[src/verilog/basic_timer_pkg.sv]
// Package with register map, field layout and divider constants of the basic timer.
package basic_timer_pkg;

  // ==========================================================================
  // Register map
  localparam logic [7:0] CONTROL_ADDR = 8'hd3;
  localparam logic [7:0] COUNT_ADDR   = 8'hfd;
  localparam logic [7:0] CONTROL_RST  = 8'h00;
  localparam logic [7:0] COUNT_RST    = 8'h00;

  // ==========================================================================
  // Control field layout
  localparam int         WDOG_MSB     = 7;
  localparam int         WDOG_LSB     = 4;
  localparam int         SEL_MSB      = 3;
  localparam int         SEL_LSB      = 2;
  localparam int         CNT_CLR_BIT  = 1;
  localparam int         DIV_CLR_BIT  = 0;
  localparam logic [3:0] WDOG_DISABLE = 4'ha;

  // ==========================================================================
  // Clock selection and divider taps
  localparam logic [1:0] SEL_DIV4096  = 2'h0;
  localparam logic [1:0] SEL_DIV1024  = 2'h1;
  localparam logic [1:0] SEL_DIV128   = 2'h2;
  localparam logic [1:0] SEL_DIV16384 = 2'h3;
  localparam int         DIV_WIDTH    = 14;
  localparam logic [13:0] DIV_MAX     = 14'h3fff;
  localparam int         STAB_BIT     = 3;
  localparam logic [7:0] COUNT_MAX    = 8'hff;

  typedef struct packed {
    logic       wr;
    logic [7:0] addr;
    logic [7:0] data;
  } reg_write_t;

  typedef enum logic [1:0] {
    RUNNING,
    STOPPED,
    STABILIZING
  } timer_state_t;

endpackage : basic_timer_pkg

[src/verilog/divider_tick.sv]
// Prescaler that counts while run_in is high and yields a one-cycle tick at the selected division.
module divider_tick (
  input  wire logic       mclk_in,
  input  wire logic       rst_n_in,
  input  wire logic       clear_in,
  input  wire logic       run_in,
  input  wire logic [1:0] sel_in,
  output logic            tick_out
);
  import basic_timer_pkg::*;

  logic [DIV_WIDTH-1:0] div_reg;
  logic [DIV_WIDTH-1:0] div_next;
  logic [DIV_WIDTH-1:0] mask;
  logic                 tick_next;

  // ==========================================================================
  // Tap selection
  assign mask = (sel_in == SEL_DIV1024)  ? 14'h03ff :
                (sel_in == SEL_DIV128)   ? 14'h007f :
                (sel_in == SEL_DIV16384) ? 14'h3fff : 14'h0fff;
  assign div_next  = clear_in ? '0 : (run_in ? div_reg + 14'h0001 : div_reg);
  assign tick_next = run_in && !clear_in && ((div_reg & mask) == mask);

  always_ff @(posedge mclk_in or negedge rst_n_in) begin
    if (!rst_n_in) begin
      div_reg  <= '0;
      tick_out <= 1'b0;
    end else begin
      div_reg  <= div_next;
      tick_out <= tick_next;
    end
  end

endmodule : divider_tick

[src/verilog/basic_timer_watchdog.sv]
// Basic timer: watchdog and oscillator stabilization interval timer.

module basic_timer_watchdog (
  input  wire logic                        mclk_in,
  input  wire logic                        rst_n_in,
  input  wire logic                        por_in,
  input  wire basic_timer_pkg::reg_write_t wr_in,
  input  wire logic [7:0]                  rd_addr_in,
  input  wire logic                        stop_in,
  input  wire logic                        ext_wake_in,
  output logic [7:0]                       rd_data_out,
  output logic                             system_reset_out,
  output logic                             cpu_clk_en_out,
  output logic                             stab_done_out,
  output logic                             general_timer_div_clear_out
);
  import basic_timer_pkg::*;

  logic [7:0]   control_reg;
  logic [7:0]   control_next;
  logic [7:0]   count_reg;
  logic [7:0]   count_next;
  timer_state_t state_reg;
  timer_state_t state_next;
  logic         por_wake_reg;
  logic         por_wake_next;
  logic         tick;
  logic         ctl_wr;
  logic         cnt_clr;
  logic         div_clr;
  logic         wdog_on;
  logic         overflow;
  logic         stab_ovf;
  logic         run;
  logic         wake;
  logic [1:0]   sel;
  logic [7:0]   rd_next;

  // ==========================================================================
  // Register decode
  assign ctl_wr  = wr_in.wr && (wr_in.addr == CONTROL_ADDR);
  assign cnt_clr = ctl_wr && wr_in.data[CNT_CLR_BIT];
  assign div_clr = ctl_wr && wr_in.data[DIV_CLR_BIT];
  // Clear bits are commands, never stored, so they always read back as zero.
  assign control_next = ctl_wr ? {wr_in.data[7:2], 2'b00} : control_reg;
  assign rd_next = (rd_addr_in == CONTROL_ADDR) ? control_reg :
                   (rd_addr_in == COUNT_ADDR)   ? count_reg : 8'h00;

  // ==========================================================================
  // Counting and wake-up sequence
  assign wdog_on  = control_reg[WDOG_MSB:WDOG_LSB] != WDOG_DISABLE;
  assign wake     = por_in || ext_wake_in;
  assign run      = (state_reg != STOPPED);
  assign sel      = (state_reg == STABILIZING && por_wake_reg) ? SEL_DIV4096 :
                    control_reg[SEL_MSB:SEL_LSB];
  assign overflow = tick && (count_reg == COUNT_MAX);
  assign stab_ovf = tick && (count_reg[STAB_BIT:0] == 4'hf);
  assign count_next = cnt_clr ? COUNT_RST :
                      ((state_reg == STOPPED) && wake) ? COUNT_RST :
                      tick ? count_reg + 8'h01 : count_reg;

  always_comb begin
    state_next    = state_reg;
    por_wake_next = por_wake_reg;
    case (state_reg)
      RUNNING: begin
        if (stop_in) begin
          state_next = STOPPED;
        end
      end
      STOPPED: begin
        if (wake) begin
          state_next    = STABILIZING;
          por_wake_next = por_in;
        end
      end
      STABILIZING: begin
        if (stab_ovf) begin
          state_next = RUNNING;
        end
      end
      default: begin
        state_next = RUNNING;
      end
    endcase
  end

  divider_tick u_div (
    .mclk_in  (mclk_in),
    .rst_n_in (rst_n_in),
    .clear_in (div_clr),
    .run_in   (run),
    .sel_in   (sel),
    .tick_out (tick)
  );

  // ==========================================================================
  // State registers
  always_ff @(posedge mclk_in or negedge rst_n_in) begin
    if (!rst_n_in) begin
      control_reg  <= CONTROL_RST;
      count_reg    <= COUNT_RST;
      state_reg    <= RUNNING;
      por_wake_reg <= 1'b0;
    end else begin
      control_reg  <= control_next;
      count_reg    <= count_next;
      state_reg    <= state_next;
      por_wake_reg <= por_wake_next;
    end
  end

  // ==========================================================================
  // Registered outputs
  // The reset request is a one-cycle pulse; the chip reset logic must stretch it.
  always_ff @(posedge mclk_in or negedge rst_n_in) begin
    if (!rst_n_in) begin
      rd_data_out                 <= 8'h00;
      system_reset_out            <= 1'b0;
      cpu_clk_en_out              <= 1'b1;
      stab_done_out               <= 1'b0;
      general_timer_div_clear_out <= 1'b0;
    end else begin
      rd_data_out                 <= rd_next;
      system_reset_out            <= overflow && wdog_on && !cnt_clr;
      cpu_clk_en_out              <= (state_next == RUNNING);
      stab_done_out               <= (state_reg == STABILIZING) && stab_ovf;
      general_timer_div_clear_out <= div_clr;
    end
  end

endmodule : basic_timer_watchdog

[config.mk]
export PLATFORM = sky130hd
export DESIGN_NAME = basic_timer_watchdog
export DESIGN_NICKNAME = d
export VERILOG_FILES = /design/src/verilog/basic_timer_pkg.sv /design/src/verilog/divider_tick.sv /design/src/verilog/basic_timer_watchdog.sv
export SDC_FILE = /design/constraint.sdc
export NUM_CORES = 1
export LEC_CHECK = 0
export ABC_AREA = 1
export CAP_MARGIN = 5
export CORE_AREA = 2 2 57 112
export CTS_CLUSTER_DIAMETER = 150
export DETAILED_ROUTE_END_ITERATION = 6
export DIE_AREA = 0 0 59 114
export DONT_BUFFER_PORTS = 1
export PLACE_DENSITY = 0.63
export SLEW_MARGIN = 30
export SYNTH_ARGS = -nofsm -noshare
export SYNTH_HDL_FRONTEND = slang
export SYNTH_SLANG_ARGS = --single-unit
[constraint.sdc]
create_clock -name mclk_in -period 1.8 [get_ports mclk_in]
set_input_delay 0.45 -clock mclk_in [delete_from_list [all_inputs] [get_ports mclk_in]]
set_output_delay 0.45 -clock mclk_in [all_outputs]
set_load 0.01 [all_outputs]
==> results.txt <==
- Maximum root-to-sink buffer count: 2
* Wire length per cell after detailed routing: 12.0 µm
* HPWL reported at the end of detailed placement: 3070 µm
- Setup repair after global routing missed its margin: false
- The number of different library cells used by synthesis comes to 31.
* Maximum vdd ir drop: approximately 520 µV
- In this run the biggest area consumer among cell types represents a little under half of the synthesized area.
- In this run, CTS created clock tree buffers numbering 5.
- Total of buffers placed on input and output ports: 0
- Leaving out fill and tap cells, the most frequent cell in the layout is nand2_1.
- Startpoint class of the critical path: register
- Register bit count reported by yosys: 44
* Die height: 114 µm
* FILL cells: 592
- The min-delay analysis places its worst path in the category input pin to asynchronous set/reset pin.
- First-pass GRT wire length: between 7000 and 8000 µm
- Data arrives at the worst endpoint at 1.79 ns.
- Via density: 4.85
- Summed over all layers, the global routing overflow is 0.
- The count of pins over their slew limit came to 0.
- Number of nets with antenna violations after detailed routing: 0
* Initial antenna violation count: 0
* Required time of the critical path: 1.97 ns
- In this run the worst path has a maximum fanout of 5.
- Die X-Extent: 59 µm
- The number of global-route vias before repair came to 1,683.
* Critical path start-end classification: register to register
* Number of I/O pins: 42
- Post-layout nets: approximately 310
- Overall track demand over capacity in global routing: between 10 and 15%
- After routing, the total negative slack on setup checks comes to 0 ns.
- For this run, design rule violations remaining after detail routing come to 0.
- The cell area that synthesis handed to floorplanning was 2260 µm².
* Final setup violating endpoints: 0
- CTS Root Cell: clkbuf_16
* Pin slew with the least headroom to its limit: 0.382 ns
- Hold WS: 0.00855 ns
- For this block, the initial DRC count from the detailed router was 61.
- Mapped Avg Cell Area: 8.32 µm²
- Peak Freq: 618 MHz
- Run status: complete, no violations
* Number of levels in the clock H-tree: 2
- Site row count: 40
- The multi-input combinational cells in the finished layout cover a total of roughly 1000 µm².
- Final estimated routing congestion in global placement: 0.772
- Register area: between 1000 and 1500 µm²
- Summed over all cells, the static leakage comes to 0.00131 µW.
* Commonest non-fill, non-tap cells in the layout: nand2_1, nor2_1, dfrtp_1, inv_1, nand3_1
- Final number of hold-violating endpoints: 0
- The post-route netlist has 11.1% of its cells at a drive strength greater than 1.
- Synthesis produced a netlist with a net count of around 300.
- Ranked by total cell area, the synthesized netlist is headed by dfrtp_1, nand2_1, nor2_1.
* Relative area change from synthesis to final layout: 10.1%
- The number of setup buffers added after CTS is 0.
- CTS sink cnt: 44
* Die Footprint: approximately 6700 µm²
- In the finished design, the share of the clock period the worst path needs comes to 89.8%.
* Total number of yosys warnings: 0
* Total power per unit cell area: 1260 nW/µm²
* Min Clock Period, post-route: 1.62 ns
* Flip-flop count of the largest register, all copies and words added: 14
- The synthesized design spends more area on one cell type than any other, namely dfrtp_1.
* Maximum number of pins on one net before global-route repair: 44
* CP Capture Type: register
- TritonCTS built the clock tree.
- Clock skew: 0.00402 ns
- Gate count after technology mapping: 272
- Clock latency on the worst-skew pair: 0.28 ns
* Vias: 1,664
- Clock transition at the registers of the reported paths: roughly 0.06 ns
- CTS resizes: 0
- The final layout contains routed wiring with a total length of 4120 µm.
- Core region area: 5910 µm²
- Starting Density: 38.3%
- Antenna Diode Count: 0
* Relative slew slack: between 70% and 80%
- Fraction of the yosys area taken by sequential cells: 48.7%
- Iteration count of the initial detailed-routing pass: 4
- The tool flagged a number of max-cap violations equal to 0.
layout make-up:
class                      count  share of cell area, %
tap                           63                   3.16
clock inverter                 1                  0.201
timing repair buffer           4                   1.81
inverter                      33                   4.97
clock buffer                   7                   5.32
sequential                    44                   44.2
multi-input combinational    191                   40.3
per-stage QoR:
| stage | instances | power (µW) | worst slack (ns) | cell area, µm² | util [%] |
|---|---|---|---|---|---|
| after CTS | 342 | 3170 | 0.176 | 2480 | 42.0 |
| after global placement | 333 | 2250 | 0.264 | 2320 | 39.4 |
| after detailed placement | 333 | 2280 | 0.193 | 2320 | 39.4 |
| after floorplan | 272 | 2120 | 0.305 | 2260 | - |
| after global routing | 343 | 3370 | 0.0350 | 2490 | 42.2 |
| final | 343 | 3140 | 0.183 | 2490 | 42.2 |
critical path, stage by stage (launching register included):
cell     delay (ns)
dfrtp_1        0.42
nor2_1         0.15
nand2_1        0.09
nand2_1        0.09
inv_1          0.05
ha_1           0.27
or2_2          0.29
nand4_1        0.11
nor2_1         0.05
metal layers:
metal | GRT usage, % | up-vias | routed length [µm]
li1 | - | 866 | -
met1 | 17.1 | 755 | 1930
met2 | 22.7 | 37 | 1960
met3 | 3.17 | 6 | 155
met4 | 5.30 | 0 | 69
met5 | 0 | - | 0
Yosys cell counts (all sizes together):
| master | instances |
|---|---|
| nand2 | 74 |
| nor2 | 47 |
| dfrtp | 43 |
| inv | 33 |
| nand3 | 21 |
| o21ai | 10 |
| nand4 | 9 |
| a21oi | 6 |
| xor2 | 6 |
| buf | 4 |
| ha | 4 |
| nor3 | 3 |
| or2 | 3 |
| nand3b | 2 |
| nor3b | 2 |
| xnor2 | 2 |
| dfstp | 1 |
| nor4 | 1 |
| o31ai | 1 |
report_power, final:
part	internal, µW	leakage, µW	switching [µW]	total, µW
sequential	1220	0.000550	227	1440
combinational	320	0.000693	518	838
clock	512	0.0000679	346	859
kinds of logic after synthesis:
kind of cell    count (synthesis)  share of synthesized area, %
simple gates                  162                          33.7
flops                          44                          48.7
buf+inv                        37                          6.91
compound gates                 17                          5.36
xor+xnor                        8                          3.10
fa+ha+maj                       4                          2.21
path summary, 6_finish.rpt:
kind | endpoint | from | depth (start not counted) | slack, ns
setup reg to reg | u_div.tick_out | state_reg[0] | 8 | 0.18
min in group mclk_in | por_wake_reg | por_in | 2 | 0.29
max in group asynchronous | cpu_clk_en_out | rst_n_in | 1 | 1.23
setup / recovery | u_div.tick_out | state_reg[0] | 8 | 0.18
hold / removal | general_timer_div_clear_out | rst_n_in | 1 | 0.009
hold reg to reg | por_wake_reg | por_wake_reg | 2 | 0.49
timing repair:
action / in CTS / in global routing
hold endpoints to repair: 43 / 1
endpoints found under the setup margin: 0 / 0
hold buffers: 1 / 1
No activity file was read; power rests on OpenSTA's default activity.
